<file path="src/rtl/ast_defs.vh">
// Constants of the serial transceiver
// How it works
// Frame: start, data LSB first, optional parity, stop bits.
// Receiver flags overrun, parity, framing, break with each character.
// Divisor: 16-bit integer plus 6-bit fraction, 22 bits.
// Divisor is clock over sixteen times bit rate, fraction in 64ths.
// Tick at sixteen times bit rate; a transmit bit is sixteen ticks.
// Divisors and line control load together on line-control write.
// When enabled, send while the transmit buffer holds data.
// Busy while buffer non-empty or last stop bit unsent.
// Start bit accepted only if line still low at eighth tick.
// Data sampled every sixteenth tick, then parity checked.
// Low stop sample is a framing error; flags stored with data.
// 16-entry buffers behind one data register; reads 12 bits, writes 8.
// After reset buffers hold one character until buffer enable.
// Flag register shows empty and full; status register shows overrun.
// Trigger levels per buffer: 1/8, 1/4, 1/2, 3/4, 7/8.
// Both trigger levels reset to half full.
// Seven interrupt sources ORed into one request.
// Mask bit 1 passes a source; raw and masked readable.
// Writing 1 to a clear bit clears that source.
// Timeout after 32 idle bit periods with data; cleared by empty or clear.
// Loopback routes transmit output to the receiver.
// Software disables, writes divisors, line control, then enables.
// Disabling mid-character lets the character finish.
// Transmit and receive enable set after reset.
// Break loads one zero character; next needs line high and start.
// Character arriving with buffer full is dropped; overrun flagged.
// 5 to 8 data bits, 1 or 2 stops, four parity modes.
`ifndef AST_DEFS_VH
`define AST_DEFS_VH
`define AST_OFF_DR 12'h000
`define AST_OFF_RSR 12'h004
`define AST_OFF_FR 12'h018
`define AST_OFF_IBRD 12'h024
`define AST_OFF_FBRD 12'h028
`define AST_OFF_LCRH 12'h02C
`define AST_OFF_CTL 12'h030
`define AST_OFF_IFLS 12'h034
`define AST_OFF_MASK 12'h038
`define AST_OFF_RIS 12'h03C
`define AST_OFF_MIS 12'h040
`define AST_OFF_ICR 12'h044
`define AST_LC_PEN 1
`define AST_LC_EPS 2
`define AST_LC_STP2 3
`define AST_LC_BUF_EN 4
`define AST_LC_WLEN_LO 5
`define AST_LC_SPS 7
`define AST_CTL_UEN 0
`define AST_CTL_LOOP 7
`define AST_CTL_TX_EN 8
`define AST_CTL_RX_EN 9
`define AST_CTL_RESET 10'h300
`define AST_IFLS_RESET 6'h12
`define AST_INT_RX 4
`define AST_INT_TX 5
`define AST_INT_RT 6
`define AST_INT_FE 7
`define AST_INT_PE 8
`define AST_INT_BE 9
`define AST_INT_OE 10
`define AST_OVS 16
`define AST_START_TICK 4'h7
`define AST_LAST_TICK 4'hF
`define AST_RTO_BITS 32
`define AST_FRAC_ONE 23'h000040
`endif

</file>
<file path="src/rtl/ast_uart.v">
// Asynchronous serial transceiver with AXI4-Lite registers and two character buffers
`timescale 1ns/1ps
`include "ast_defs.vh"

module ast_fifo #(
    parameter W = 8,
    parameter DEPTH = 16,
    parameter AW = 4
) (
    input wire clk,
    input wire rst,
    input wire ce,
    input wire deep,
    input wire push,
    input wire [W-1:0] push_data,
    input wire pop,
    output wire [W-1:0] pop_data,
    output wire [AW:0] count,
    output wire full,
    output wire empty
);
    localparam [AW:0] FULL_N = DEPTH;
    localparam [AW:0] ONE = 1;
    reg [W-1:0] mem_q [0:DEPTH-1];
    reg [AW-1:0] wp_q;
    reg [AW-1:0] rp_q;
    reg [AW:0] cnt_q;
    wire do_push;
    wire do_pop;
    // Without buffer enable the queue holds a single character
    assign full = cnt_q >= (deep ? FULL_N : ONE);
    assign empty = cnt_q == {(AW+1){1'b0}};
    assign count = cnt_q;
    assign pop_data = mem_q[rp_q];
    assign do_push = push && !full;
    assign do_pop = pop && !empty;
    always @(posedge clk) begin
        if (rst) begin
            wp_q <= {AW{1'b0}};
            rp_q <= {AW{1'b0}};
            cnt_q <= {(AW+1){1'b0}};
        end else if (ce) begin
            if (do_push) begin
                mem_q[wp_q] <= push_data;
                wp_q <= wp_q + ONE[AW-1:0];
            end
            if (do_pop)
                rp_q <= rp_q + ONE[AW-1:0];
            if (do_push && !do_pop)
                cnt_q <= cnt_q + ONE;
            else if (do_pop && !do_push)
                cnt_q <= cnt_q - ONE;
        end
    end
endmodule

module ast_uart #(
    parameter DEPTH = 16
) (
    input wire sys_clk,
    input wire sys_rst,
    input wire clk_en,
    input wire [11:0] s_axi_awaddr,
    input wire s_axi_awvalid,
    output wire s_axi_awready,
    input wire [31:0] s_axi_wdata,
    input wire [3:0] s_axi_wstrb,
    input wire s_axi_wvalid,
    output wire s_axi_wready,
    output reg [1:0] s_axi_bresp,
    output reg s_axi_bvalid,
    input wire s_axi_bready,
    input wire [11:0] s_axi_araddr,
    input wire s_axi_arvalid,
    output wire s_axi_arready,
    output reg [31:0] s_axi_rdata,
    output reg [1:0] s_axi_rresp,
    output reg s_axi_rvalid,
    input wire s_axi_rready,
    input wire serial_in,
    output wire serial_out,
    output wire irq
);
    localparam [4:0] T_IDLE = 5'h01, T_START = 5'h02, T_DATA = 5'h04, T_PAR = 5'h08,
        T_STOP = 5'h10;
    localparam [5:0] R_IDLE = 6'h01, R_START = 6'h02, R_DATA = 6'h04, R_PAR = 6'h08,
        R_STOP = 6'h10, R_BRK = 6'h20;
    localparam [9:0] RTO_TICKS = `AST_RTO_BITS * `AST_OVS;

    function [4:0] level_of;
        input [2:0] sel;
        begin
            case (sel)
                3'h0: level_of = 5'h02;
                3'h1: level_of = 5'h04;
                3'h2: level_of = 5'h08;
                3'h3: level_of = 5'h0C;
                3'h4: level_of = 5'h0E;
                default: level_of = 5'h08;
            endcase
        end
    endfunction

    function parity_bit;
        input [7:0] d;
        input [7:0] lc;
        begin
            if (lc[`AST_LC_SPS])
                parity_bit = !lc[`AST_LC_EPS];
            else
                parity_bit = lc[`AST_LC_EPS] ? ^d : ~^d;
        end
    endfunction

    function [31:0] merge;
        input [31:0] old;
        input [31:0] nw;
        input [3:0] strb;
        integer i;
        begin
            merge = old;
            for (i = 0; i < 4; i = i + 1)
                if (strb[i])
                    merge[i*8 +: 8] = nw[i*8 +: 8];
        end
    endfunction

    reg [15:0] ibrd_q;
    reg [5:0] fbrd_q;
    reg [7:0] lcrh_q;
    reg [9:0] ctl_q;
    reg [5:0] ifls_q;
    reg [10:0] mask_q;
    reg [10:0] ris_q;
    reg [3:0] rsr_q;
    reg [29:0] act_q;
    reg [22:0] acc_q;
    reg aw_have_q, w_have_q;
    reg [11:0] awaddr_q;
    reg [31:0] wdata_q;
    reg [3:0] wstrb_q;
    reg rx_s1_q, rx_s2_q;
    reg [4:0] tx_st_q;
    reg [3:0] tx_tk_q;
    reg [2:0] tx_bit_q;
    reg [7:0] tx_sh_q;
    reg tx_par_q, tx_out_q, tx_stop2_q;
    reg [5:0] rx_st_q;
    reg [3:0] rx_tk_q;
    reg [2:0] rx_bit_q;
    reg [7:0] rx_sh_q;
    reg rx_pe_q, rx_zero_q, oe_pend_q;
    reg [9:0] rto_q;

    // Active settings: integer divisor, fraction, line control
    wire [21:0] div_a = act_q[29:8];
    wire [7:0] lc = act_q[7:0];
    wire [2:0] last_bit = {1'b1, lc[`AST_LC_WLEN_LO+1:`AST_LC_WLEN_LO]};
    wire deep = lc[`AST_LC_BUF_EN];
    wire [22:0] acc_n = acc_q + `AST_FRAC_ONE;
    // Fractional accumulator in sixty-fourths of a clock
    wire tick = (div_a != 22'h0) && (acc_n >= {1'b0, div_a});
    wire do_wr = aw_have_q && w_have_q && !s_axi_bvalid;
    wire ar_take = s_axi_arvalid && s_axi_arready;
    wire [31:0] wd_m = merge(32'h0, wdata_q, wstrb_q);
    wire [31:0] m_ibrd = merge({16'h0, ibrd_q}, wdata_q, wstrb_q);
    wire [31:0] m_fbrd = merge({26'h0, fbrd_q}, wdata_q, wstrb_q);
    wire [31:0] m_lcrh = merge({24'h0, lcrh_q}, wdata_q, wstrb_q);
    wire [31:0] m_ctl = merge({22'h0, ctl_q}, wdata_q, wstrb_q);
    wire [31:0] m_ifls = merge({26'h0, ifls_q}, wdata_q, wstrb_q);
    wire [31:0] m_mask = merge({21'h0, mask_q}, wdata_q, wstrb_q);
    wire rx_line = ctl_q[`AST_CTL_LOOP] ? tx_out_q : rx_s2_q;
    wire tx_run_ok = ctl_q[`AST_CTL_UEN] && ctl_q[`AST_CTL_TX_EN];
    wire rx_run_ok = ctl_q[`AST_CTL_UEN] && ctl_q[`AST_CTL_RX_EN];

    wire [7:0] txf_data;
    wire [4:0] txf_cnt;
    wire txf_full, txf_empty;
    wire [11:0] rxf_data;
    wire [4:0] rxf_cnt;
    wire rxf_full, rxf_empty;
    wire tx_push = do_wr && awaddr_q == `AST_OFF_DR && wstrb_q[0] && !txf_full;
    wire tx_pop = tx_st_q[0] && tx_run_ok && !txf_empty;
    wire rx_pop = ar_take && s_axi_araddr == `AST_OFF_DR;
    wire rx_end = rx_st_q[4] && tick && rx_tk_q == `AST_LAST_TICK;
    wire [7:0] rx_al = rx_sh_q >> (3'h7 - last_bit);
    wire rx_fe = !rx_line;
    wire rx_be = rx_zero_q && !rx_line;
    wire rx_push = rx_end && !rxf_full;
    wire rx_over = rx_end && rxf_full;
    // Data, then frame, parity, break, overrun flags
    wire [11:0] rx_word = {oe_pend_q, rx_be, rx_pe_q, rx_fe, rx_be ? 8'h00 : rx_al};
    wire busy = !tx_st_q[0] || !txf_empty;
    wire [10:0] mis = ris_q & mask_q;
    assign irq = |mis;
    assign serial_out = tx_out_q;
    assign s_axi_awready = clk_en && !aw_have_q;
    assign s_axi_wready = clk_en && !w_have_q;
    assign s_axi_arready = clk_en && !s_axi_rvalid;

    ast_fifo #(.W(8), .DEPTH(DEPTH), .AW(4)) u_txf (
        .clk(sys_clk), .rst(sys_rst), .ce(clk_en), .deep(deep),
        .push(tx_push), .push_data(wd_m[7:0]), .pop(tx_pop), .pop_data(txf_data),
        .count(txf_cnt), .full(txf_full), .empty(txf_empty)
    );
    ast_fifo #(.W(12), .DEPTH(DEPTH), .AW(4)) u_rxf (
        .clk(sys_clk), .rst(sys_rst), .ce(clk_en), .deep(deep),
        .push(rx_push), .push_data(rx_word), .pop(rx_pop), .pop_data(rxf_data),
        .count(rxf_cnt), .full(rxf_full), .empty(rxf_empty)
    );

    // Trigger levels; single-entry mode triggers on any or no character
    wire rx_lvl = deep ? (rxf_cnt >= level_of(ifls_q[5:3])) : !rxf_empty;
    wire tx_lvl = deep ? (txf_cnt <= level_of(ifls_q[2:0])) : txf_empty;
    reg [10:0] set_v;
    always @* begin
        set_v = 11'h000;
        set_v[`AST_INT_RX] = rx_lvl;
        set_v[`AST_INT_TX] = tx_lvl;
        set_v[`AST_INT_RT] = rto_q == RTO_TICKS - 10'h1 && tick && !rxf_empty;
        set_v[`AST_INT_FE] = rx_push && rx_fe;
        set_v[`AST_INT_PE] = rx_push && rx_pe_q;
        set_v[`AST_INT_BE] = rx_push && rx_be;
        set_v[`AST_INT_OE] = rx_over;
    end

    // Register bus and configuration
    always @(posedge sys_clk) begin
        if (sys_rst) begin
            ibrd_q <= 16'h0000;
            fbrd_q <= 6'h00;
            lcrh_q <= 8'h00;
            ctl_q <= `AST_CTL_RESET;
            ifls_q <= `AST_IFLS_RESET;
            mask_q <= 11'h000;
            ris_q <= 11'h000;
            rsr_q <= 4'h0;
            act_q <= 30'h0;
            aw_have_q <= 1'b0;
            w_have_q <= 1'b0;
            awaddr_q <= 12'h000;
            wdata_q <= 32'h0;
            wstrb_q <= 4'h0;
            s_axi_bvalid <= 1'b0;
            s_axi_bresp <= 2'h0;
            s_axi_rvalid <= 1'b0;
            s_axi_rresp <= 2'h0;
            s_axi_rdata <= 32'h0;
        end else if (clk_en) begin
            if (s_axi_awvalid && !aw_have_q) begin
                aw_have_q <= 1'b1;
                awaddr_q <= {s_axi_awaddr[11:2], 2'h0};
            end
            if (s_axi_wvalid && !w_have_q) begin
                w_have_q <= 1'b1;
                wdata_q <= s_axi_wdata;
                wstrb_q <= s_axi_wstrb;
            end
            if (s_axi_bvalid && s_axi_bready)
                s_axi_bvalid <= 1'b0;
            // Clear by write of 1, but a new event in the same cycle wins
            ris_q <= (ris_q & ~((do_wr && awaddr_q == `AST_OFF_ICR) ? wd_m[10:0] : 11'h0)
                & ~(rxf_empty ? 11'h040 : 11'h000)) | set_v;
            if (rx_over)
                rsr_q[3] <= 1'b1;
            if (do_wr) begin
                aw_have_q <= 1'b0;
                w_have_q <= 1'b0;
                s_axi_bvalid <= 1'b1;
                s_axi_bresp <= 2'h0;
                case (awaddr_q)
                    `AST_OFF_DR, `AST_OFF_ICR: ;
                    `AST_OFF_RSR: rsr_q <= 4'h0;
                    `AST_OFF_IBRD: ibrd_q <= m_ibrd[15:0];
                    `AST_OFF_FBRD: fbrd_q <= m_fbrd[5:0];
                    `AST_OFF_LCRH: begin
                        lcrh_q <= m_lcrh[7:0];
                        act_q <= {ibrd_q, fbrd_q, m_lcrh[7:0]};
                    end
                    `AST_OFF_CTL: ctl_q <= m_ctl[9:0];
                    `AST_OFF_IFLS: ifls_q <= m_ifls[5:0];
                    `AST_OFF_MASK: mask_q <= m_mask[10:0];
                    default: s_axi_bresp <= 2'h2;
                endcase
            end
            if (s_axi_rvalid && s_axi_rready)
                s_axi_rvalid <= 1'b0;
            if (ar_take) begin
                s_axi_rvalid <= 1'b1;
                s_axi_rresp <= 2'h0;
                case ({s_axi_araddr[11:2], 2'h0})
                    `AST_OFF_DR: begin
                        s_axi_rdata <= rxf_empty ? 32'h0 : {20'h0, rxf_data};
                        if (!rxf_empty)
                            rsr_q <= {rsr_q[3] | rxf_data[11], rxf_data[10:8]};
                    end
                    `AST_OFF_RSR: s_axi_rdata <= {28'h0, rsr_q};
                    `AST_OFF_FR: s_axi_rdata <= {24'h0, !txf_empty ? 1'b0 : 1'b1, rxf_full,
                        txf_full, rxf_empty, busy, 3'h0};
                    `AST_OFF_IBRD: s_axi_rdata <= {16'h0, ibrd_q};
                    `AST_OFF_FBRD: s_axi_rdata <= {26'h0, fbrd_q};
                    `AST_OFF_LCRH: s_axi_rdata <= {24'h0, lcrh_q};
                    `AST_OFF_CTL: s_axi_rdata <= {22'h0, ctl_q};
                    `AST_OFF_IFLS: s_axi_rdata <= {26'h0, ifls_q};
                    `AST_OFF_MASK: s_axi_rdata <= {21'h0, mask_q};
                    `AST_OFF_RIS: s_axi_rdata <= {21'h0, ris_q};
                    `AST_OFF_MIS: s_axi_rdata <= {21'h0, mis};
                    `AST_OFF_ICR: s_axi_rdata <= 32'h0;
                    default: begin
                        s_axi_rdata <= 32'h0;
                        s_axi_rresp <= 2'h2;
                    end
                endcase
            end
        end
    end

    // Oversample tick generator and receive timeout
    always @(posedge sys_clk) begin
        if (sys_rst) begin
            acc_q <= 23'h0;
            rto_q <= 10'h0;
            rx_s1_q <= 1'b1;
            rx_s2_q <= 1'b1;
        end else if (clk_en) begin
            rx_s1_q <= serial_in;
            rx_s2_q <= rx_s1_q;
            // Held at zero without a divisor, so no tick burst follows setup
            acc_q <= (div_a == 22'h0) ? 23'h0 : tick ? acc_n - {1'b0, div_a} : acc_n;
            if (rxf_empty || rx_push)
                rto_q <= 10'h0;
            else if (tick && rto_q != RTO_TICKS - 10'h1)
                rto_q <= rto_q + 10'h1;
        end
    end

    // Transmit shifter
    always @(posedge sys_clk) begin
        if (sys_rst) begin
            tx_st_q <= T_IDLE;
            tx_tk_q <= 4'h0;
            tx_bit_q <= 3'h0;
            tx_sh_q <= 8'h00;
            tx_par_q <= 1'b0;
            tx_out_q <= 1'b1;
            tx_stop2_q <= 1'b0;
        end else if (clk_en) begin
            if (tick && !tx_st_q[0])
                tx_tk_q <= tx_tk_q + 4'h1;
            case (tx_st_q)
                T_IDLE: begin
                    tx_out_q <= 1'b1;
                    if (tx_pop) begin
                        tx_st_q <= T_START;
                        tx_out_q <= 1'b0;
                        tx_tk_q <= 4'h0;
                        tx_bit_q <= 3'h0;
                        tx_sh_q <= txf_data;
                        tx_par_q <= parity_bit(txf_data & ~(8'hFF << (last_bit + 4'h1)), lc);
                        tx_stop2_q <= lc[`AST_LC_STP2];
                    end
                end
                T_START: if (tick && tx_tk_q == `AST_LAST_TICK) begin
                    tx_st_q <= T_DATA;
                    tx_out_q <= tx_sh_q[0];
                end
                T_DATA: if (tick && tx_tk_q == `AST_LAST_TICK) begin
                    tx_sh_q <= tx_sh_q >> 1;
                    tx_bit_q <= tx_bit_q + 3'h1;
                    if (tx_bit_q != last_bit) begin
                        tx_out_q <= tx_sh_q[1];
                    end else if (lc[`AST_LC_PEN]) begin
                        tx_st_q <= T_PAR;
                        tx_out_q <= tx_par_q;
                    end else begin
                        tx_st_q <= T_STOP;
                        tx_out_q <= 1'b1;
                    end
                end
                T_PAR: if (tick && tx_tk_q == `AST_LAST_TICK) begin
                    tx_st_q <= T_STOP;
                    tx_out_q <= 1'b1;
                end
                T_STOP: if (tick && tx_tk_q == `AST_LAST_TICK) begin
                    // Whole frame ends even if the unit was disabled meanwhile
                    if (tx_stop2_q)
                        tx_stop2_q <= 1'b0;
                    else
                        tx_st_q <= T_IDLE;
                end
                default: tx_st_q <= T_IDLE;
            endcase
        end
    end

    // Receive sampler
    always @(posedge sys_clk) begin
        if (sys_rst) begin
            rx_st_q <= R_IDLE;
            rx_tk_q <= 4'h0;
            rx_bit_q <= 3'h0;
            rx_sh_q <= 8'h00;
            rx_pe_q <= 1'b0;
            rx_zero_q <= 1'b0;
            oe_pend_q <= 1'b0;
        end else if (clk_en) begin
            if (tick && !rx_st_q[0] && !rx_st_q[5])
                rx_tk_q <= rx_tk_q + 4'h1;
            if (rx_over)
                oe_pend_q <= 1'b1;
            else if (rx_push)
                oe_pend_q <= 1'b0;
            case (rx_st_q)
                R_IDLE: if (rx_run_ok && !rx_line) begin
                    rx_st_q <= R_START;
                    rx_tk_q <= 4'h0;
                end
                R_START: if (tick && rx_tk_q == `AST_START_TICK) begin
                    rx_tk_q <= 4'h0;
                    rx_bit_q <= 3'h0;
                    rx_pe_q <= 1'b0;
                    rx_zero_q <= 1'b1;
                    rx_st_q <= rx_line ? R_IDLE : R_DATA;
                end
                R_DATA: if (tick && rx_tk_q == `AST_LAST_TICK) begin
                    rx_sh_q <= {rx_line, rx_sh_q[7:1]};
                    rx_zero_q <= rx_zero_q && !rx_line;
                    rx_bit_q <= rx_bit_q + 3'h1;
                    if (rx_bit_q == last_bit)
                        rx_st_q <= lc[`AST_LC_PEN] ? R_PAR : R_STOP;
                end
                R_PAR: if (tick && rx_tk_q == `AST_LAST_TICK) begin
                    rx_pe_q <= rx_line != parity_bit(rx_al, lc);
                    rx_zero_q <= rx_zero_q && !rx_line;
                    rx_st_q <= R_STOP;
                end
                R_STOP: if (rx_end)
                    rx_st_q <= rx_be ? R_BRK : R_IDLE;
                R_BRK: if (rx_line)
                    rx_st_q <= R_IDLE;
                default: rx_st_q <= R_IDLE;
            endcase
        end
    end
endmodule

</file>
<file path="config.mk">
export PLATFORM = sky130hd
export DESIGN_NAME = ast_uart
export DESIGN_NICKNAME = d
export VERILOG_FILES = /design/src/rtl/ast_uart.v
export VERILOG_INCLUDE_DIRS = /design/src /design/src/rtl
export SDC_FILE = /design/constraint.sdc
export NUM_CORES = 1
export LEC_CHECK = 0
export BUFFER_PORTS_ARGS = -buffer_cell sky130_fd_sc_hd__buf_2
export CORE_MARGIN = 10
export CORE_UTILIZATION = 50
export DETAILED_ROUTE_END_ITERATION = 10
export PLACE_DENSITY = 0.67
export SYNTH_ARGS = -nofsm -noshare
export SYNTH_HDL_FRONTEND = slang
export SYNTH_HIERARCHICAL = 1
export SYNTH_SLANG_ARGS = --single-unit
</file>
<file path="constraint.sdc">
create_clock -name sys_clk -period 8.2 [get_ports sys_clk]
set_input_delay 1.64 -clock sys_clk [delete_from_list [all_inputs] [get_ports sys_clk]]
set_output_delay 1.64 -clock sys_clk [all_outputs]
set_load 0.01 [all_outputs]
</file>
# After elaboration in Yosys (flattened, before gate mapping)
# Memories as Yosys holds them, arrays and structs flattened. A register that Yosys moved wholly into a read port is not among the register bits.
# Index checks and enable logic that the tools add are counted.
# word_totals
mem_bits_rw	320
register_bits	278
output_inout_bits	43
memories	2
elab_cells	384
# classes
muxes	113
n_bitwise	9
magnitude_cmp	5
shift	2
eq_ne	59
reduce_logical	131
addsub	17
# mem_list
name	words	width	read_ports	rd_clocked_by_memory_dff	write_ports	line	rtl
u_rxf.mem_q	16	12	1	1	1	ast_uart.v:24	reg [W-1:0] mem_q [0:DEPTH-1];
u_txf.mem_q	16	8	1	1	1	ast_uart.v:24	
# op_table
operator	n
16-bit one-hot mux with 11 select lines	1
10-bit by 4-bit equality test with 1-bit output (second input constant)	13
5-bit 2-to-1 mux	14
4-bit 2-to-1 mux	15
4-bit AND reduction	13
6-bit 2-to-1 mux	8
1-bit logical AND	46
23-bit 2-to-1 mux	2
1-bit 2-to-1 mux	43
8-bit 2-to-1 mux	5
6-bit one-hot mux with 6 select lines	1
11-bit bitwise AND	3
4-bit one-hot mux with 4 select lines	2
2-bit AND reduction	16
10-bit by 5-bit equality test with 1-bit output (second input constant)	3
2-bit inequality test (second input constant)	13
2-bit nonzero test	13
5-bit one-hot mux with 5 select lines	1
4-bit by 1-bit adder with 4-bit output (second input constant)	6
12-bit zero test	2
23-bit by 7-bit adder with 23-bit output (second input constant)	1
23-bit by 22-bit greater-or-equal comparator with 1-bit output	1
23-bit by 22-bit subtractor with 23-bit output	1
22-bit zero test	1
67 further kinds	112

# Depth between registers and ports, before layout
# depth
ltp_word	12
mapped_depth	25

# Cells and area by module
# The synthesis kept the hierarchy.
# modules_own_cells
module	n_inst	cells_each	area_per_inst_um2
ast_uart	1	1581	12769.7
ast_fifo at u_rxf	1	424	8244.2
ast_fifo at u_txf	1	330	5953.2

# Least setup slack after synthesis
# No wires, ideal clock.
# synth_path
path_type	reg-to-reg
from	register acc_q[8]
to	register u_rxf.cnt_q[4], in the netlist u_rxf/count[4]
t_arrival_ps	4853
synth_period_minus_slack_ps	4974
path_buffers	3
path_slack_ps	3226
setup_time_ps	121
stages_incl_launch_ff	23
cell_sequence	dfxtp_1 > and3_1 > and4_1 > and3_1 > nand3_1 > xnor2_1 > ha_1 > a211o_1 > a211oi_1 > mux2i_4 > a32oi_4 > nand2_2 > buf_6 > buf_6 > buf_2 > and3_1 > nor2b_1 > ha_1 > fa_1 > nand2b_1 > a21oi_1 > mux2i_1 > mux2_2
# synth_via
elab_chain_cells	11
word_cells_on_any_way	13
# synth_rtl
item	line	rtl
from (decl)	ast_uart.v:137	reg [22:0] acc_q;
from (signal assigned)	ast_uart.v:329	acc_q <= (div_a == 22'h0) ? 23'h0 : tick ? acc_n - {1'b0, div_a} : acc_n;
23-bit by 7-bit adder with 23-bit output (no source line) *	-	
23-bit by 22-bit greater-or-equal comparator with 1-bit output *	ast_uart.v:162	wire tick = (div_a != 22'h0) && (acc_n >= {1'b0, div_a});
1-bit logical AND *	ast_uart.v:162	
1-bit logical AND *	ast_uart.v:185	wire rx_end = rx_st_q[4] && tick && rx_tk_q == `AST_LAST_TICK;
1-bit logical AND (no source line) *	-	
1-bit logical AND *	ast_uart.v:189	wire rx_push = rx_end && !rxf_full;
named net rx_push	ast_uart.v:189	
1-bit logical AND *	ast_uart.v:35	assign do_push = push && !full;
1-bit zero test	ast_uart.v:51	else if (do_pop && !do_push)
1-bit logical AND	ast_uart.v:51	
2-bit nonzero test (no source line)	-	
2-bit AND reduction (no source line)	-	
to (signal assigned)	ast_uart.v:41	cnt_q <= {(AW+1){1'b0}};
to (signal assigned)	ast_uart.v:50	cnt_q <= cnt_q + ONE;
to (signal assigned)	ast_uart.v:52	cnt_q <= cnt_q - ONE;
to (decl)	ast_uart.v:27	reg [AW:0] cnt_q;
# Mark *: on every way through the listed nets, which the timed path passes. The rest lies on a longest branch.
# A chain may end at the register's enable or synchronous reset.

# Final worst setup path
# layout_path
from	register acc_q[6]
to	register u_rxf.cnt_q[4], in the netlist u_rxf/count[4]
# Same word-level chain as after synthesis.

==> results list <==
- RSZ-0062 raised after global routing: no
- Half-perimeter wire length of the detailed placement result: 48000 um
- Number of rows in the core area: 85
- Worst R2R End: u_rxf/count[4]
- Buffers inserted to repair hold after CTS numbered 0.
- The number of antenna diodes in the final layout is 0.
* Reg clk slew, reported paths: 0.06 ns
- Power Density: 201 mW/mm^2
* Critical Path End Type: flip-flop
- The count of buffers added on input and output ports is 73.
- Pin count of the biggest net entering global routing: 92
- Launch instance of the worst register-to-register path: acc_q[6]
- Number of cells in the finished layout apart from fillers: 3127
* Setup total negative slack: 0 ns
- The area growth from synthesis to layout is 10.7%.
- Buffers added to address setup during post-CTS repair amount to 0.
- Ratio of cells with drive above 1 in the final layout: 0.132
* Share of total power in the clock network: 0.469
- Part of the power in combinational logic: 0.020
- During synthesis, Yosys emitted a total of 6 warnings.
- The routed design has 69100 um of wire.
- Post-synthesis xor/xnor area fraction: 0.0200
* Max-cap violations: 0
- Die footprint: 0.0636 mm^2
- The analysis attributes to cell leakage a power of 10.8 nW.
- After the last flow step, the layout net total stands at 2510.
- Of the total synthesized cell area, the portion taken by full adders, half adders and majority gates is 0.0282.
- For this run the aggregate overflow at the end of global routing stands at 0.
- Counting the fill cells in the layout gives 4503.
- Wire length of the first global-routing pass: 107000 um
- Worst-case reg-to-reg path depth: 19
- Largest fanout on the critical path: 30
- Via count of the first global-routing pass: 18.3k
- In this run the remaining antenna-violating nets after routing total 0.
- Averaged over all synthesized cells, the footprint is 11.5 um^2.
* HP Start: wdata_q[11]
* Max Transition Viols Final: 0
- The die is 252 um tall.
- Counting every sink on the clock net gives 580.
- Clock buffers created by TritonCTS: 58
* Syn Std Cell Area: 0.0270 mm^2
- Clock network latency to the later pin of the worst-skew pair: 0.64 ns
- The internal portion of the total power is 0.00476 W.
- At the worst endpoint, the arrival time is 6.46 ns.
- The smallest clock period supported by the final layout is computed as 5.97 ns.
- Worst setup path class: flip-flop to flip-flop
- For hold timing, the worst endpoint is wdata_q[11].
- The routed layout has 19.1k vias.
* Slew @ Worst Pin: 1.23 ns
- Multiplexer share of the synthesized area: 0.110
- Die extent in x: 252 um
* Final Hold Fails: 0
- Count of unique library cells instantiated by Yosys: 102
- Fin crit share: 0.728
* Final worst clock skew: 0.0325 ns
- After synthesis, the largest family of logic cells by area is simple AND/OR/NAND/NOR gates.
* Run status: finished, final reports clean
- The share of total power dissipated in sequential elements is 0.511.
* Total routing usage reported by global routing: 0.214
- Placed Instances: 3018
* Sequential share of the synthesized area: 0.549
* CTS tree: yes
- Of the total power, the share spent switching nets is 0.206.
- Net switching power: 0.00124 W
- The synthesized-area fraction occupied by ao, oa, aoi and oai cells was 0.114.
- Worst Hold Path Cells: 2
- Number of instances in the synthesized netlist: 2335
- The worst hold path belongs to the class flip-flop to flip-flop.
- After synthesis, the share of flip-flops with an asynchronous set or reset is 0.
* Via count normalized by instance count: 6.10
- The synthesized design contains 320 enable-type register cells.
* Post-route DRC: 0
- In this run the deepest clock path goes through 3 buffers.
- The congestion estimate from routability-driven global placement came to 0.927.
- H-tree level count: 2
- The number of antenna violations at the first check in global routing came to 0.
- In the synthesized netlist the dominant register cell turns out to be edfxtp_1.
* Number of top-level pins: 112
* Simple logic cell fraction of the synthesized area: 0.144
- Setup violations remaining at the end of the flow were counted as 0.
- Synthesis-stage register bit count: 580
* Required time of the critical path: 8.70 ns
* Number of DRC markers in iteration 0: 1771
* Timing-limited maximum frequency: 168 MHz
- First drt pass iteration count: 5
- In the final routed layout, each cell accounts on average for 22.1 um.
- Relative slew slack: 0.175
- The setup check on the worst reg-to-reg path leaves a slack of 2.23 ns.
- The region available for standard cell placement spans 0.0536 mm^2.
- For this configuration, the core starts out at a cell density of 0.503.
- The tree is rooted in a clkbuf_16.
* Worst supply voltage drop on vdd: 0.165 mV
- STA classifies the critical path startpoint as a flip-flop.
- After clock tree synthesis, the repair step resized 0 gates.
[through the flow]
stage	worst slack (ns)	total power (W)	area (um^2)	utilization	hold WS, ns
floorplan	3.23	0.00320	27000	-	0.431
global placement	2.40	0.00324	27800	0.519	0.440
detailed placement	2.33	0.00324	27800	0.519	0.447
CTS	2.26	0.00603	29800	0.557	0.454
global route	1.93	0.00617	29800	0.557	0.472
finish	2.23	0.00599	29800	0.557	0.451
[cell usage in the layout (no fill, tap or decap), types with 22 or more instances in the layout]
cell type,Yosys,layout
clkbuf_16,0,58
nor2_1,234,234
o21ai_0,53,53
xnor2_1,33,33
a21oi_1,132,132
ha_1,56,56
buf_4,23,25
nor2b_1,23,23
nand2b_1,22,22
dfxtp_1,260,256
xor2_1,26,26
inv_1,69,69
nor3_1,38,38
a22oi_1,83,83
nand4_1,23,23
mux4_2,68,68
mux2i_1,82,82
nand2_1,267,267
buf_2,18,72
and2_1,26,26
nand3_1,64,64
edfxtp_1,320,320
[synthesized netlist by cell type, types with 7 or more instances]
cell	n	area share
a211oi_1	15	0.0042
a21o_1	9	0.0025
a21oi_1	132	0.024
a222oi_1	7	0.0026
a22o_1	11	0.0036
a22oi_1	83	0.023
a311oi_1	8	0.0026
a31oi_1	11	0.0026
a32oi_1	8	0.0026
and2_1	26	0.0060
and3_1	19	0.0044
buf_1	7	0.00097
buf_2	18	0.0033
buf_4	23	0.0064
buf_6	8	0.0033
clkbuf_1	69	0.0096
dfxtp_1	260	0.19
edfxtp_1	320	0.36
ha_1	56	0.026
inv_1	69	0.0096
mux2_2	18	0.0075
mux2i_1	82	0.030
mux4_1	14	0.014
mux4_2	68	0.057
nand2_1	267	0.037
nand2b_1	22	0.0051
nand3_1	64	0.012
nand3b_1	11	0.0031
nand4_1	23	0.0053
nand4b_1	8	0.0026
nor2_1	234	0.033
nor2b_1	23	0.0053
nor3_1	38	0.0071
nor4_1	11	0.0026
o2111ai_1	8	0.0026
o211ai_1	14	0.0039
o21a_1	8	0.0022
o21ai_0	53	0.0098
o221ai_1	7	0.0023
or2_2	7	0.0016
or3_1	16	0.0037
or4_1	8	0.0022
xnor2_1	33	0.011
xor2_1	26	0.0084
[critical path, cell delays in order (launching register included)]
cell      delay, ns
dfxtp_1        0.47
ha_1           0.30
nand3_1        0.24
nor2_1         0.22
and4_1         0.23
xor2_1         0.27
ha_1           0.35
o21a_1         0.24
a211oi_1       0.39
mux2i_4        0.23
a32oi_4        0.27
nand2_2        0.47
and3_1         0.43
nor2b_1        0.19
ha_1           0.24
fa_1           0.39
nand2b_1       0.17
a21oi_1        0.16
mux2i_1        0.21
mux2_2         0.34
[metal layers]
metal,GRT usage,routed length [um]
met5,0,0
met1,0.287,29900
met2,0.354,33300
met4,0.0623,1690
met3,0.0308,4220
[cells by family after synthesis]
family / Yosys count
AOI/OAI and AO/OA: 440
xor gates and xnor gates: 60
adders and majority gates: 59
buffers and inverters: 197
DFF: 580
muxes: 184
other: 1
and+or+nand+nor: 814
[power by group through the flow]
| stage | Clock, W | Combinational (W) | Sequential (W) |
|---|---|---|---|
| final | 0.00281 | 0.000119 | 0.00306 |
| after CTS | 0.00286 | 0.000118 | 0.00306 |
| after detailed placement | 0 | 0.000118 | 0.00312 |
| after global placement | 0 | 0.000115 | 0.00312 |
| after global routing | 0.00297 | 0.000130 | 0.00306 |
| after floorplan | 0 | 0.0000791 | 0.00312 |
[how the worst max path moves through the flow]
| stage | startpoint | to | slack (ns) |
|---|---|---|---|
| final | acc_q[6] | u_rxf/count[4] | 2.23 |
| after global routing | acc_q[6] | u_rxf/count[4] | 1.93 |
| after CTS | acc_q[6] | u_rxf/count[4] | 2.26 |
| after detailed placement | acc_q[6] | u_rxf/count[4] | 2.33 |
| after global placement | acc_q[6] | u_rxf/count[4] | 2.40 |
| after floorplan | acc_q[8] | u_rxf/count[4] | 3.23 |
[registers in the layout, indices dropped and copies added, names as in the netlist, 7 cells and up, named ones only]
signal	cells
act_q	23
tx_sh_q	8
ris_q	11
rto_q	10
mask_q	11
s_axi_rdata	16
lcrh_q	7
ibrd_q	16
u_txf/mem_q	128
ctl_q	10
rx_sh_q	8
wdata_q	16
u_rxf/mem_q	192
acc_q	23
awaddr_q	10
[area by class of cell]
| type | count | area, um^2 | share of cell area |
|---|---|---|---|
| Multi-Input combinational cell | 1575 | 11300 | 0.378 |
| Timing Repair Buffer | 98 | 559 | 0.0187 |
| Sequential cell | 580 | 14800 | 0.497 |
| Tap cell | 696 | 871 | 0.0292 |
| Inverter | 69 | 259 | 0.00868 |
| Clock inverter | 30 | 448 | 0.0150 |
| Clock buffer | 79 | 1590 | 0.0533 |
Note: power is estimated with default switching activity, not from simulation.
